$ cat config.mk
export PLATFORM = sky130hd
export DESIGN_NAME = ffa_host
export DESIGN_NICKNAME = d
export VERILOG_FILES = /design/src/hw/ffa_pkg.sv /design/src/hw/ffa_fifo.sv /design/src/hw/ffa_host.sv
export SDC_FILE = /design/constraint.sdc
export NUM_CORES = 1
export LEC_CHECK = 0
export ABC_AREA = 1
export BUFFER_PORTS_ARGS = -buffer_cell sky130_fd_sc_hd__buf_2
export CORE_MARGIN = 5
export CORE_UTILIZATION = 55
export CTS_BUF_LIST = sky130_fd_sc_hd__clkbuf_8
export DETAILED_ROUTE_END_ITERATION = 6
export GPL_TIMING_DRIVEN = 0
export MAX_ROUTING_LAYER = met4
export PLACE_DENSITY = 0.69
export SLEW_MARGIN = 5
export SYNTH_ARGS = -nofsm -noshare
export SYNTH_HDL_FRONTEND = slang
export SYNTH_SLANG_ARGS = --single-unit
$ cat constraint.sdc
create_clock -name clk_i -period 12.5 [get_ports clk_i]
set_input_delay 2.5 -clock clk_i [delete_from_list [all_inputs] [get_ports clk_i]]
set_output_delay 2.5 -clock clk_i [all_outputs]
set_load 0.05 [all_outputs]
$ cat src/hw/ffa_pkg.sv
// Constants, commands and state types for the frame flash host controller.
// Assumes a 250 MHz system clock; all pin timing is counted in its cycles.
package ffa_pkg;
  // ==========================================
  // Clock and pin timing
  localparam int CLK_NS = 4;
  localparam int T_SU_NS = 50;
  localparam int T_WP_NS = 60;
  localparam int T_WH_NS = 60;
  localparam int T_WB_NS = 200;
  localparam int T_CR_NS = 250;
  localparam int T_RP_NS = 60;
  localparam int T_REH_NS = 60;
  localparam int T_CEA_NS = 60;
  localparam int T_BUSY_MAX_NS = 1000000;
  localparam int CNT_SU = (T_SU_NS + CLK_NS - 1) / CLK_NS;
  localparam int CNT_WP = (T_WP_NS + CLK_NS - 1) / CLK_NS;
  localparam int CNT_WH = (T_WH_NS + CLK_NS - 1) / CLK_NS;
  localparam int CNT_WB = (T_WB_NS + CLK_NS - 1) / CLK_NS;
  localparam int CNT_CR = (T_CR_NS + CLK_NS - 1) / CLK_NS;
  localparam int CNT_RP = (T_RP_NS + CLK_NS - 1) / CLK_NS;
  localparam int CNT_REH = (T_REH_NS + CLK_NS - 1) / CLK_NS;
  localparam int CNT_CEA = T_CEA_NS / CLK_NS + 1;
  localparam int CNT_BUSY_MAX = T_BUSY_MAX_NS / CLK_NS;
  localparam int CNT_W = 18;

  // ==========================================
  // Commands and status bits
  localparam logic [7:0] CMD_READ = 8'h00;
  localparam logic [7:0] CMD_PROG = 8'h80;
  localparam logic [7:0] CMD_CONF = 8'h10;
  localparam logic [7:0] CMD_STAT = 8'h70;
  localparam logic [7:0] CMD_RESET = 8'hFF;
  localparam int ST_FAIL_BIT = 0;
  localparam int ST_RDY_BIT = 6;
  localparam int ST_WPN_BIT = 7;

  // ==========================================
  // Geometry
  localparam int ADDR_W = 19;
  localparam int BLK_MSB = 18;
  localparam int BLK_LSB = 12;
  localparam int BLK_W = BLK_MSB - BLK_LSB + 1;
  localparam int NUM_BLOCKS = 128;
  localparam int FRAME_BYTES = 32;
  localparam int LEN_W = 6;
  localparam int FIFO_DEPTH = 8;

  // ==========================================
  // Types
  typedef enum logic [1:0] {
    OP_READ = 2'b00,
    OP_STAT = 2'b01,
    OP_PROG = 2'b10,
    OP_RESET = 2'b11
  } ffa_op_t;

  typedef enum logic [3:0] {
    ST_IDLE = 4'b0000,
    ST_WSU = 4'b0001,
    ST_WLO = 4'b0010,
    ST_WHI = 4'b0011,
    ST_WDAT = 4'b0100,
    ST_WAITB = 4'b0101,
    ST_WAITR = 4'b0110,
    ST_CEW = 4'b0111,
    ST_RLO = 4'b1000,
    ST_RHI = 4'b1001,
    ST_PARK = 4'b1010,
    ST_DONE = 4'b1011
  } ffa_state_t;

  typedef enum logic [2:0] {
    SP_CMD = 3'b000,
    SP_A0 = 3'b001,
    SP_A1 = 3'b010,
    SP_A2 = 3'b011,
    SP_DATA = 3'b100,
    SP_CONF = 3'b101,
    SP_STAT = 3'b110
  } ffa_step_t;
endpackage : ffa_pkg

$ cat src/hw/ffa_fifo.sv
// Synchronous FIFO with valid/ready on both sides.
// Assumes both sides run on the same clock.
`timescale 1ns/10ps
module ffa_fifo #(
  parameter int WIDTH = 8,
  parameter int DEPTH = 8
) (
  input wire logic clk_i,
  input wire logic rst_i,
  input wire logic in_valid_i,
  output logic in_ready_o,
  input wire logic [WIDTH-1:0] in_data_i,
  output logic out_valid_o,
  input wire logic out_ready_i,
  output logic [WIDTH-1:0] out_data_o
);
  localparam int PW = $clog2(DEPTH);
  localparam logic [PW:0] FULL_CNT = (PW + 1)'(DEPTH);
  localparam logic [PW-1:0] LAST_PTR = PW'(DEPTH - 1);

  logic [WIDTH-1:0] mem [DEPTH];
  logic [PW-1:0] wr_ptr, rd_ptr, next_wr_ptr, next_rd_ptr;
  logic [PW:0] count, next_count;
  logic do_wr, do_rd;

  // ==========================================
  // Pointer and count update
  always_comb begin
    do_wr = in_valid_i && in_ready_o;
    do_rd = out_valid_o && out_ready_i;
    next_wr_ptr = wr_ptr;
    next_rd_ptr = rd_ptr;
    if (do_wr) begin
      next_wr_ptr = (wr_ptr == LAST_PTR) ? '0 : wr_ptr + 1'b1;
    end
    if (do_rd) begin
      next_rd_ptr = (rd_ptr == LAST_PTR) ? '0 : rd_ptr + 1'b1;
    end
    next_count = count + (PW + 1)'(do_wr) - (PW + 1)'(do_rd);
  end

  always_ff @(posedge clk_i or posedge rst_i) begin
    if (rst_i) begin
      wr_ptr <= '0;
      rd_ptr <= '0;
      count <= '0;
    end else begin
      wr_ptr <= next_wr_ptr;
      rd_ptr <= next_rd_ptr;
      count <= next_count;
    end
  end

  always_ff @(posedge clk_i) begin
    if (do_wr) begin
      mem[wr_ptr] <= in_data_i;
    end
  end

  assign in_ready_o = (count != FULL_CNT);
  assign out_valid_o = (count != '0);
  assign out_data_o = mem[rd_ptr];
endmodule : ffa_fifo

$ cat src/hw/ffa_host.sv
// Host controller driving a frame-organised NAND flash over its byte port.
// Assumes pins are asynchronous to clk_i; ready/busy has an external pull-up.
`timescale 1ns/10ps
// Operation
// - Host waits at least 250 ns from select low to read strobe low.
// - Host keeps a defective block table and refuses programs to them.
// - Host never erases a block just to clear its defect marker.
// - Host reads status after program and retires block on failure; the host never retires block 0.
// - Host records blocks whose erase failed and keeps accesses away; the host issues no erase and refuses only programs to recorded blocks.
// - Select may go inactive between sequential bytes; device keeps state.
// - After select returns, host waits over 60 ns before sampling.
// - Frame read is command 00h then three address bytes.
// - Program is 80h, address, data, then 10h; no data starts nothing.
module ffa_host
  import ffa_pkg::*;
#(
  parameter int BUSY_LIMIT = CNT_BUSY_MAX
) (
  input wire logic clk_i,
  input wire logic rst_i,
  input wire logic cmd_valid_i,
  output logic cmd_ready_o,
  input wire ffa_op_t cmd_op_i,
  input wire logic [ADDR_W-1:0] cmd_addr_i,
  input wire logic [LEN_W-1:0] cmd_len_i,
  input wire logic wdata_valid_i,
  output logic wdata_ready_o,
  input wire logic [7:0] wdata_i,
  output logic rdata_valid_o,
  input wire logic rdata_ready_i,
  output logic [7:0] rdata_o,
  input wire logic mark_valid_i,
  input wire logic [BLK_W-1:0] mark_blk_i,
  output logic done_o,
  output logic fail_o,
  output logic refused_o,
  output logic timeout_o,
  output logic [7:0] status_o,
  output logic ce_n_o,
  output logic cle_o,
  output logic ale_o,
  output logic we_n_o,
  output logic output_strobe_n_o,
  output logic wp_n_o,
  input wire logic ready_busy_n_i,
  input wire logic [7:0] io_i,
  output logic [7:0] io_o,
  output logic io_oe_n_o
);
  ffa_state_t state, next_state;
  ffa_step_t step, next_step;
  ffa_op_t op, next_op;
  logic [CNT_W-1:0] cnt, next_cnt;
  logic [LEN_W-1:0] left, next_left;
  logic [ADDR_W-1:0] addr, next_addr;
  logic [NUM_BLOCKS-1:0] bad, next_bad;
  logic [7:0] next_io, next_stat;
  logic is_stat, next_is_stat;
  logic next_done, next_fail, next_refused, next_timeout;
  logic next_ce_n, next_cle, next_ale, next_we_n, next_re_n, next_oe_n;
  logic rb_m, ready_s;
  logic [7:0] io_m, io_s;
  logic push, fifo_in_ready;
  logic [BLK_W-1:0] blk, cmd_blk;

  assign blk = addr[BLK_MSB:BLK_LSB];
  assign cmd_blk = cmd_addr_i[BLK_MSB:BLK_LSB];
  assign cmd_ready_o = (state == ST_IDLE);
  assign wdata_ready_o = (state == ST_WDAT);
  assign wp_n_o = 1'b1;

  // ==========================================
  // Pin synchronisers
  always_ff @(posedge clk_i or posedge rst_i) begin
    if (rst_i) begin
      rb_m <= 1'b0;
      ready_s <= 1'b0;
      io_m <= '0;
      io_s <= '0;
    end else begin
      rb_m <= ready_busy_n_i;
      ready_s <= rb_m;
      io_m <= io_i;
      io_s <= io_m;
    end
  end

  // ==========================================
  // Sequencer
  always_comb begin
    next_state = state;
    next_step = step;
    next_op = op;
    next_cnt = (cnt != '0) ? cnt - 1'b1 : cnt;
    next_left = left;
    next_addr = addr;
    next_bad = bad;
    next_io = io_o;
    next_stat = status_o;
    next_is_stat = is_stat;
    next_done = 1'b0;
    next_fail = fail_o;
    next_refused = 1'b0;
    next_timeout = timeout_o;
    push = 1'b0;
    if (mark_valid_i && mark_blk_i != '0) begin
      next_bad[mark_blk_i] = 1'b1;
    end
    case (state)
      ST_IDLE: begin
        if (cmd_valid_i) begin
          if ((cmd_op_i == OP_PROG && bad[cmd_blk] && cmd_blk != '0) ||
              ((cmd_op_i == OP_READ || cmd_op_i == OP_PROG) &&
               (cmd_len_i == '0 || cmd_len_i > LEN_W'(FRAME_BYTES)))) begin
            next_refused = 1'b1;
          end else begin
            next_op = cmd_op_i;
            next_addr = cmd_addr_i;
            next_step = SP_CMD;
            next_fail = 1'b0;
            next_timeout = 1'b0;
            next_is_stat = (cmd_op_i == OP_STAT);
            next_left = (cmd_op_i == OP_STAT) ? LEN_W'(1) : cmd_len_i;
            case (cmd_op_i)
              OP_READ: next_io = CMD_READ;
              OP_STAT: next_io = CMD_STAT;
              OP_PROG: next_io = CMD_PROG;
              default: next_io = CMD_RESET;
            endcase
            next_state = ST_WSU;
            next_cnt = CNT_W'(CNT_SU - 1);
          end
        end
      end
      ST_WSU: begin
        if (cnt == '0) begin
          next_state = ST_WLO;
          next_cnt = CNT_W'(CNT_WP - 1);
        end
      end
      ST_WLO: begin
        if (cnt == '0) begin
          next_state = ST_WHI;
          next_cnt = CNT_W'(CNT_WH - 1);
        end
      end
      ST_WHI: begin
        if (cnt == '0) begin
          next_state = ST_WSU;
          next_cnt = CNT_W'(CNT_SU - 1);
          case (step)
            SP_CMD: begin
              if (op == OP_RESET || op == OP_STAT) begin
                next_state = (op == OP_RESET) ? ST_WAITB : ST_CEW;
                next_cnt = (op == OP_RESET) ? CNT_W'(CNT_WB - 1) : CNT_W'(CNT_CR - 1);
              end else begin
                next_step = SP_A0;
                next_io = addr[7:0];
              end
            end
            SP_A0: begin
              next_step = SP_A1;
              next_io = addr[15:8];
            end
            SP_A1: begin
              next_step = SP_A2;
              next_io = {5'h00, addr[ADDR_W-1:16]};
            end
            SP_A2: begin
              if (op == OP_READ) begin
                next_state = ST_WAITB;
                next_cnt = CNT_W'(CNT_WB - 1);
              end else begin
                next_step = SP_DATA;
                next_state = ST_WDAT;
              end
            end
            SP_DATA: begin
              next_left = left - 1'b1;
              if (left == LEN_W'(1)) begin
                next_step = SP_CONF;
                next_io = CMD_CONF;
              end else begin
                next_state = ST_WDAT;
              end
            end
            SP_CONF: begin
              next_state = ST_WAITB;
              next_cnt = CNT_W'(CNT_WB - 1);
            end
            default: begin
              next_state = ST_CEW;
              next_cnt = CNT_W'(CNT_CR - 1);
            end
          endcase
        end
      end
      ST_WDAT: begin
        if (wdata_valid_i) begin
          next_io = wdata_i;
          next_state = ST_WSU;
          next_cnt = CNT_W'(CNT_SU - 1);
        end
      end
      ST_WAITB: begin
        if (cnt == '0) begin
          next_state = ST_WAITR;
          next_cnt = CNT_W'(BUSY_LIMIT - 1);
        end
      end
      ST_WAITR: begin
        if (ready_s) begin
          if (op == OP_READ) begin
            next_state = ST_CEW;
            next_cnt = CNT_W'(CNT_CR - 1);
          end else if (op == OP_PROG) begin
            next_step = SP_STAT;
            next_io = CMD_STAT;
            next_is_stat = 1'b1;
            next_left = LEN_W'(1);
            next_state = ST_WSU;
            next_cnt = CNT_W'(CNT_SU - 1);
          end else begin
            next_state = ST_DONE;
          end
        end else if (cnt == '0) begin
          next_timeout = 1'b1;
          next_state = ST_DONE;
        end
      end
      ST_CEW: begin
        if (cnt == '0) begin
          next_state = ST_RLO;
          next_cnt = CNT_W'(CNT_RP - 1);
        end
      end
      ST_RLO: begin
        if (cnt == '0) begin
          if (is_stat) begin
            next_stat = io_s;
            if (op == OP_PROG && io_s[ST_FAIL_BIT]) begin
              next_fail = 1'b1;
              if (blk != '0) begin
                next_bad[blk] = 1'b1;
              end
            end
          end else begin
            push = 1'b1;
          end
          next_state = ST_RHI;
          next_cnt = CNT_W'(CNT_REH - 1);
        end
      end
      ST_RHI: begin
        if (cnt == '0) begin
          next_left = left - 1'b1;
          if (left == LEN_W'(1)) begin
            next_state = ST_DONE;
          end else if (!fifo_in_ready) begin
            next_state = ST_PARK;
          end else begin
            next_state = ST_RLO;
            next_cnt = CNT_W'(CNT_RP - 1);
          end
        end
      end
      ST_PARK: begin
        if (fifo_in_ready) begin
          next_state = ST_CEW;
          next_cnt = CNT_W'(CNT_CR - 1);
        end
      end
      ST_DONE: begin
        next_done = 1'b1;
        next_state = ST_IDLE;
      end
      default: next_state = ST_IDLE;
    endcase
  end

  // ==========================================
  // Pin levels for the next state
  always_comb begin
    next_ce_n = (next_state == ST_IDLE || next_state == ST_PARK || next_state == ST_DONE);
    next_cle = (next_state == ST_WSU || next_state == ST_WLO || next_state == ST_WHI) &&
               (next_step == SP_CMD || next_step == SP_CONF || next_step == SP_STAT);
    next_ale = (next_state == ST_WSU || next_state == ST_WLO || next_state == ST_WHI) &&
               (next_step == SP_A0 || next_step == SP_A1 || next_step == SP_A2);
    next_we_n = (next_state != ST_WLO);
    next_re_n = (next_state != ST_RLO);
    next_oe_n = !(next_state == ST_WSU || next_state == ST_WLO || next_state == ST_WHI);
  end

  always_ff @(posedge clk_i or posedge rst_i) begin
    if (rst_i) begin
      state <= ST_IDLE;
      step <= SP_CMD;
      op <= OP_READ;
      cnt <= '0;
      left <= '0;
      addr <= '0;
      bad <= '0;
      io_o <= '0;
      status_o <= '0;
      is_stat <= 1'b0;
      done_o <= 1'b0;
      fail_o <= 1'b0;
      refused_o <= 1'b0;
      timeout_o <= 1'b0;
      ce_n_o <= 1'b1;
      cle_o <= 1'b0;
      ale_o <= 1'b0;
      we_n_o <= 1'b1;
      output_strobe_n_o <= 1'b1;
      io_oe_n_o <= 1'b1;
    end else begin
      state <= next_state;
      step <= next_step;
      op <= next_op;
      cnt <= next_cnt;
      left <= next_left;
      addr <= next_addr;
      bad <= next_bad;
      io_o <= next_io;
      status_o <= next_stat;
      is_stat <= next_is_stat;
      done_o <= next_done;
      fail_o <= next_fail;
      refused_o <= next_refused;
      timeout_o <= next_timeout;
      ce_n_o <= next_ce_n;
      cle_o <= next_cle;
      ale_o <= next_ale;
      we_n_o <= next_we_n;
      output_strobe_n_o <= next_re_n;
      io_oe_n_o <= next_oe_n;
    end
  end

  // ==========================================
  // Read data buffer
  ffa_fifo #(.WIDTH(8), .DEPTH(FIFO_DEPTH)) u_fifo (
    .clk_i(clk_i),
    .rst_i(rst_i),
    .in_valid_i(push),
    .in_ready_o(fifo_in_ready),
    .in_data_i(io_s),
    .out_valid_o(rdata_valid_o),
    .out_ready_i(rdata_ready_i),
    .out_data_o(rdata_o)
  );

  // ==========================================
  // Assertions
  logic [8:0] ce_low_cnt;
  always_ff @(posedge clk_i or posedge rst_i) begin
    if (rst_i) begin
      ce_low_cnt <= '0;
    end else if (ce_n_o) begin
      ce_low_cnt <= '0;
    end else if (ce_low_cnt != 9'h1FF) begin
      ce_low_cnt <= ce_low_cnt + 1'b1;
    end
  end
endmodule : ffa_host

# After elaboration in Yosys (flattened, before gate mapping)
# Memories as Yosys holds them, arrays and structs flattened.
# Index checks and enable logic that the tools add are counted.
# op_classes
n_reduce_logical	51
magnitude_cmp	6
eq_ne	54
muxes	113
n_bitwise	3
addsub	6
# ops
cell	n
2-to-1 mux 128 bit	6
OR 128 bit	2
2-to-1 mux 18 bit	14
one-hot mux 18 bit (8 select lines)	1
2-to-1 mux 8 bit	9
2-to-1 mux 6 bit	11
2-to-1 mux 4 bit	16
one-hot mux 8 bit (4 select lines)	2
one-hot mux 6 bit (4 select lines)	2
one-hot mux 4 bit (11 select lines)	1
2-to-1 mux 3 bit	13
one-hot mux 3 bit (5 select lines)	2
inequality test 2 bit, second input constant	14
2-to-1 mux 1 bit	25
equality test 4 bit, second input constant	6
< comparator 7 x 8 -> 1 bit, second input constant	3
one-hot mux 8 bit (3 select lines)	1
nonzero test 7 bit	3
equality test 3 bit, second input constant	6
logical NOT 18 bit	1
nonzero test 18 bit	1
subtractor 18 x 1 -> 18 bit, second input constant	1
equality test 4 x 2 -> 1 bit, second input constant	4
equality test 4 x 3 -> 1 bit, second input constant	4
other kinds (39)	85
# totals
mem_bits_rw	64
elab_cells	261
memories	1
regBits	235
input_bits	57
# memory_table
memory	depth	width	read_ports	rd_clocked_by_memory_dff	wr	line	rtl
u_fifo.mem	8	8	1	0	1	ffa_fifo.sv:21	logic [WIDTH-1:0] mem [DEPTH];

# Logic depth before layout (Yosys ltp)
# Gate-level depths: netlist of the first run.
# depth
word_depth	12
mapped_depth	20
mapped_depth_nobuf	18

# Cells and area by module
# From an unflattened synthesis of the first run, not the netlist that was laid out.
# hier_totals
cells_unflattened	1927
area_unflattened_um2	15549.9
# modules_own_cells
mod	area_per_inst_um2	cells_each	instances	seq_area_each_um2
ffa_host	12089.1	1577	1	5635.4
ffa_fifo	3460.8	350	1	2172.1

# Least setup slack after synthesis of the first run
# Ideal clock, no wire load.
# synth_path
path_type	reg-to-output
start	register u_fifo.rd_ptr[1]
end	output rdata_o[6]
slack_ps	8074
arrival_ps	1926
path_stages_with_launch	7
cell_sequence	dfrtp_1 inv_1 clkbuf_1 o21ai_0 o22ai_1 nor2_1 a31oi_1
# synth_between
elab_chain_len	1
# synth_rtl
item	line	rtl
start, declared	ffa_fifo.sv:22	logic [PW-1:0] wr_ptr, rd_ptr, next_wr_ptr, next_rd_ptr;
start signal, assigned	ffa_fifo.sv:49	rd_ptr <= next_rd_ptr;
memory (8 x 8 bit)	--	
end, declared	ffa_host.sv:31	output logic [7:0] rdata_o,
# Every way passes these cells.

# Worst setup path in the final report of the first run
# Same ends and word-level chain as after synthesis.

==> results.md, run 1 <==
* Outcome: finished with violations
* Failing checks: design-rule violations
* Synth-to-Final Area Change at 12.9%
* Switching share of power at ~33%
* CTS H-Tree Depth at 2
* Fin Clk Skew at 36.9 ps
* RSZ-0062 raised after global routing: no
* Post-CTS Setup Inserts at 0
* Cts hold-fix bufs at 0
* Synth Area in XOR/XNOR at 0.865%
* HP Class: flip-flop to flip-flop
* Final Critical Period at 5120 ps
* Largest net degree at the start of global routing at 120
* Worst-skew pair later-pin latency at 600 ps
* Sink Count at 299
* P_sw at 0.000787 W
* Chip Height at approximately 180 um
* Sequential group share of total power at roughly 44%
* Sequential Area at between 7000 and 8000 sq um
* Fill cells at 2421
* Simple-gate share of the synthesized area at 21.7%
* Pint at 0.00160 W
* CTS buffer count at 51
* EDFF count, synth at 64
* Worst Setup Start Kind: flip-flop
* Largest family of logic cells by synthesized area: simple AND/OR/NAND/NOR gates
* Lkg Pwr at 7.76 nW
* Slew @ Worst Pin at 1400 ps
* Post-synth design cell area at 15200 sq um
* Starting Density at 56.1%
* Post-cts resize count at 0
* Initial drt markers at around 1700
* CTS Buffer Depth at 3
* Vias in the first global route at 13800
* Die area at a little over 30000 sq um
* Final setup vio count at 0
* Post-synthesis adder-cell area fraction at between 1 and 1.5%
* Clock Tree Root: clkbuf_8
* Io pins at 95
* Chip width at 176 um
* Routed WL at 49400 um
* First-pass GRT wire length at 76800 um
* Total GRT Usage at 32.5%
* Max-slew violation count at 0
* Worst Setup End Kind: primary output
* Post-route clock period utilization at 41.0%
* Average cell area after synthesis at 8.30 sq um
* Flops & latches, synth at 299
* Distinct cells, synth at 62
* Commonest non-fill, non-tap cell in the layout: nand2_1
* Wire per inst at 20.7 um
* DR vias/cell at 5.90
* CP Class: flip-flop to primary output
* Max frequency at around 0.20 GHz
* Main synth FF type: dfrtp_1
* CTS tree: done
* WP data arrival at 2620 ps
* CP required at 10000 ps
* Async set-reset flop share out of synthesis at between 70 and 80%
* Clk pwr share at 35.6%
* Setup TNS at 0 ps
* Most frequent cells in the layout: nand2_1 (336), dfrtp_1 (231), inv_1 (227)
* Synthesized Nets at 1905
* Total grt overflow at 0
* Final Hold Vio Count at 0
* Crit-path max FO at 10
* Num rows at 60
* Slew Limit Headroom at 5.68%
* Area of the core at 27100 sq um
* Post-DP HPWL at 34300 um
* Multi-input gate area at between 6000 and 7000 sq um
* Pre-CTS WS at a little over 7000 ps
* Yosys warnings at 0
* VDD IR max at between 80 and 90 uV
* Max-cap violations at 0
* Final nets at 2049
* Port-buffer cells at 90
* Initial antenna violation count at 1
* DR vias at approximately 14000
* Post-synthesis sequential area ratio at between 50% and 60%
* PnR worst setup slack at roughly 7400 ps
* Routability-driven placement congestion ratio at 1.04
* Post-synthesis mux area share at 0%
* Share of cells above drive strength 1 at between 10% and 20%
* Cell area power density at 139 nW/um^2
* DRT antenna net count at 0
* Clock slew at the register clock pins of the worst setup and hold paths at 70 ps
* Drt pass-1 iters at 7
* Post-synthesis compound-gate area fraction at between 15 and 20%
* DRC errors left at 1
* Comb power frac at 20.1%
* Cells after Synth at 1831
==> critical path: stages, from the launching register on <==
cell      delay [ps]
dfrtp_1          470
inv_1            240
clkbuf_1         460
o21ai_0          170
o22ai_1          180
nor2_1            60
a31oi_1          170
buf_2            290
==> final timing paths <==
| path | from | endpoint | slack [ps] | cells after the start |
|---|---|---|---|---|
| min reg2reg | rb_m | ready_s | 350 | 0 |
| max in group asynchronous | rst_i | bad[114] | 9390 | 3 |
| max reg2reg | state[3] | u_fifo.mem[7][5] | 8570 | 10 |
| min | rb_m | ready_s | 350 | 0 |
| min in group asynchronous | rst_i | addr[5] | 2060 | 2 |
| max | u_fifo.rd_ptr[1] | rdata_o[6] | 7380 | 7 |
==> synth_stat cells, drive strengths merged, types with 10 or more instances <==
cell    count  share of area [%]
nand2     341                8.5
dfrtp     231                 38
inv       219                5.4
o21ai     210                7.3
nor2      208                5.3
nand3     148                5.0
a21oi     144                4.8
edfxtp     64                 13
nor3       40                1.4
buf        34                1.4
clkbuf     29               0.72
ha         16                1.3
o211ai     16                1.1
nand4      13               0.54
o22ai      12               0.49
a31oi      11               0.45
xor2       10               0.58
==> metrics by stage <==
step / total power (W) / util (%) / hold slack (ps) / cell area [sq um] / instances
floorplan: 0.00142 / - / 331 / 15200 / 1831
global placement: 0.00155 / 59.4 / 332 / 16100 / 2293
detailed placement: 0.00156 / 59.6 / 335 / 16200 / 2294
CTS: 0.00240 / 63.2 / 349 / 17100 / 2388
global route: 0.00250 / 63.3 / 363 / 17200 / 2389
finish: 0.00239 / 63.3 / 346 / 17200 / 2389
==> area by class of cell <==
| class | instances | share of cell area, % |
|---|---|---|
| well taps | 372 | 2.71 |
| clock buffers | 60 | 4.81 |
| repair buffers | 91 | 2.79 |
| flip-flops and latches | 299 | 45.5 |
| multi-input cells | 1247 | 36.5 |
| diodes | 1 | 0.0146 |
| inverters | 222 | 4.92 |
| plain buffers | 63 | 1.89 |
| clock inverters | 34 | 0.897 |
==> state kept, by name, indices dropped and copies added, names as in the netlist, 2 cells and up <==
signal,flops
bad,128
io_m,8
step,3
status_o,8
op,2
u_fifo.rd_ptr,3
state,4
u_fifo.mem,64
io_s,8
u_fifo.count,4
cnt,18
addr,19
left,6
io_o,8
u_fifo.wr_ptr,3
==> power groups by stage <==
stage | combinational (W) | sequential, W | clock [W]
after global placement | 0.000470 | 0.00108 | 0
final | 0.000479 | 0.00106 | 0.000850
after CTS | 0.000478 | 0.00106 | 0.000856
after floorplan | 0.000346 | 0.00107 | 0
after global routing | 0.000534 | 0.00107 | 0.000906
after detailed placement | 0.000477 | 0.00108 | 0
==> per-layer routing <==
| metal | track usage (%) | up-vias | routed length (um) | share of wire (%) |
|---|---|---|---|---|
| met3 | 8.03 | 161 | 4980 | 10 |
| met2 | 49.3 | 806 | 22200 | 45 |
| met5 | - | - | 0 | 0 |
| li1 | - | 6461 | - | - |
| met1 | 42.2 | 6670 | 20100 | 41 |
| met4 | 13.6 | 0 | 2010 | 4.1 |
==> kinds of logic (layout without fill, tap and decap cells) <==
group	after synthesis	in the layout
other	1	2
AO/OA/AOI/OAI	444	444
buffers and inverters	285	470
flip-flops	299	299
adder cells (fa/ha/maj)	17	17
AND/OR/NAND/NOR	770	770
XOR/XNOR	15	15
Power figures use the tool's default switching activity.
==> run 2, diff against run 1 <==
==> constraint.sdc (replaced) <==
create_clock -name clk_i -period 5.3 [get_ports clk_i]
set_input_delay 1.06 -clock clk_i [delete_from_list [all_inputs] [get_ports clk_i]]
set_output_delay 1.06 -clock clk_i [all_outputs]
set_load 0.05 [all_outputs]
==> run 2 against run 1 <==
The run now ends clean. Worst setup slack worse by 5900 ps. Sequential power is 140% higher. First-iteration DRC count is 8.7% lower. Register-to-register slack worse by 7100 ps. Sequential share of layout area is 0.52 points lower. Critical path type is now flip-flop to flip-flop.
==> results.md, run 2 (synthesis results as in run 1) <==
* HP Class: flip-flop to flip-flop
* CTS H-Tree Depth at 2
* Worst-skew pair later-pin latency at 610 ps
* CTS Buffer Depth at 3
* Cell area power density at 334 nW/um^2
* CTS tree: done
* DRT antenna net count at 0
* Max reg flops at between 100 and 150
* Max frequency at 0.263 GHz
* PnR worst setup slack at 1500 ps
* Io pins at 95
* Post-DP HPWL at 35700 um
* Max-cap violations at 0
* Initial drt markers at 1578
* Largest reg by FF count: bad
* CP required at 5480 ps
* WP data arrival at 3980 ps
* Most frequent cells in the layout: nand2_1 (336), dfrtp_1 (231), inv_1 (220)
* First-pass GRT wire length at 78100 um
* Post-Layout Cell Count at 2400
* Pint at 0.00390 W
* Max-slew violation count at 0
* Lkg Pwr at 7.83 nW
* Port-buffer cells at 90
* Largest net degree at the start of global routing at 41
* Crit-path max FO at 8
* P_sw at 0.00189 W
* Fin Clk Skew at 51.0 ps
* Drt pass-1 iters at 6
* Placed cells at 2300
* DR vias at 14100
* Share of cells above drive strength 1 at 13.9%
* Vias in the first global route at between 10000 and 15000
* Switching share of power at about 33%
* Worst hold slack at between 300 and 400 ps
* Routed WL at around 50000 um
* Cts hold-fix bufs at 0
* Worst Setup End Kind: flip-flop
* Final nets at 2056
* CP Class: flip-flop to flip-flop
* Initial antenna violation count at 2
* RSZ-0062 raised after global routing: no
* Synth-to-Final Area Change at 14.2%
* CTS buffer count at 52
* Comb power frac at 19.8%
* VDD IR max at 251 uV
* Top flop regs: bad x128, u_fifo.mem x64, addr x19
* Clock Tree Root: clkbuf_8
* Total GRT Usage at 33.4%
* Post-cts resize count at 0
* Final setup vio count at 0
* Final Hold Vio Count at 0
* CP max-delay cell: nor3_1
* Worst Setup Start Kind: flip-flop
* Pre-CTS WS at 1340 ps
* Clock slew at the register clock pins of the worst setup and hold paths at 70 ps
* Post-CTS Setup Inserts at 0
* Commonest non-fill, non-tap cell in the layout: nand2_1
* Wire per inst at approximately 21 um
* Chip width at 176 um
* Num rows at 60
* Sink Count at roughly 300
* Crit-path cells: inv_1, ha_1, nand3_1, nor3_1, nand2_2, nor2_1, inv_2, nor3_2, inv_1, or2_1, nor3_1
* Slew Limit Headroom at 9.51%
* Total grt overflow at 0
* Chip Height at approximately 180 um
* Clk pwr share at 37.0%
* Starting Density at 56.1%
* DR vias/cell at between 5 and 6
* Post-route clock period utilization at a little under three quarters
* Crit-path max cell delay at about 1000 ps
* Sequential group share of total power at 43.2%
* Die area at 31100 sq um
* Slew @ Worst Pin at roughly 1300 ps
* Outcome: completed
* Area of the core at 27100 sq um
* DRC errors left at 0
* Routability-driven placement congestion ratio at 0.998
* Setup TNS at 0 ps
* Final Critical Period at 3800 ps
[run 2: power by group through the flow]
stage               Clock, W  Combinational (W)  Sequential [W]
global placement           0            0.00111         0.00255
detailed placement         0            0.00114         0.00255
finish               0.00214            0.00115         0.00251
floorplan                  0           0.000817         0.00253
CTS                  0.00216            0.00114         0.00251
global route         0.00227            0.00127         0.00252
[run 2: layer usage]
metal | track usage (%) | share of wire, % | vias to the layer above
met3 | 7.58 | 9.5 | 172
li1 | - | - | 6481
met1 | 43.0 | 41 | 6656
met4 | 13.2 | 4.2 | 0
met5 | - | 0 | -
met2 | 51.6 | 46 | 753
[run 2: through the flow]
stage	total power [W]	utilization, %	instance area (sq um)
2_1_floorplan	0.00334	-	15200
3_3_place_gp	0.00366	59.5	16100
3_5_place_dp	0.00369	60.0	16300
4_1_cts	0.00581	63.9	17300
5_1_grt	0.00607	64.0	17300
6_report	0.00580	64.0	17400
[run 2: final cells by class]
type	instances	area [sq um]
inverter	222	840
multi-input combinational	1247	6250
sequential	299	7810
fill	2404	9750
clock inverter	33	183
tap	372	465
timing repair buffer	97	591
antenna	3	7.51
buffer	63	324
clock buffer	64	881
[run 2: worst paths after layout]
path	startpoint	endpoint	slack [ps]	cells after the start
max	cnt[0]	u_fifo.mem[6][5]	1500	11
min in group asynchronous	rst_i	addr[14]	490	2
min reg2reg	io_m[0]	io_s[0]	350	0
min	io_m[0]	io_s[0]	350	0
max reg2reg	cnt[0]	u_fifo.mem[6][5]	1500	11
max in group asynchronous	rst_i	bad[81]	3830	5
[run 2: worst max-delay path, delay by kind of cell (launching register included)]
family | cells | cell delay [ps]
DFF | 1 | 390
buffers and inverters | 3 | 360
adders and majority gates | 1 | 230
and+or+nand+nor | 7 | 2400
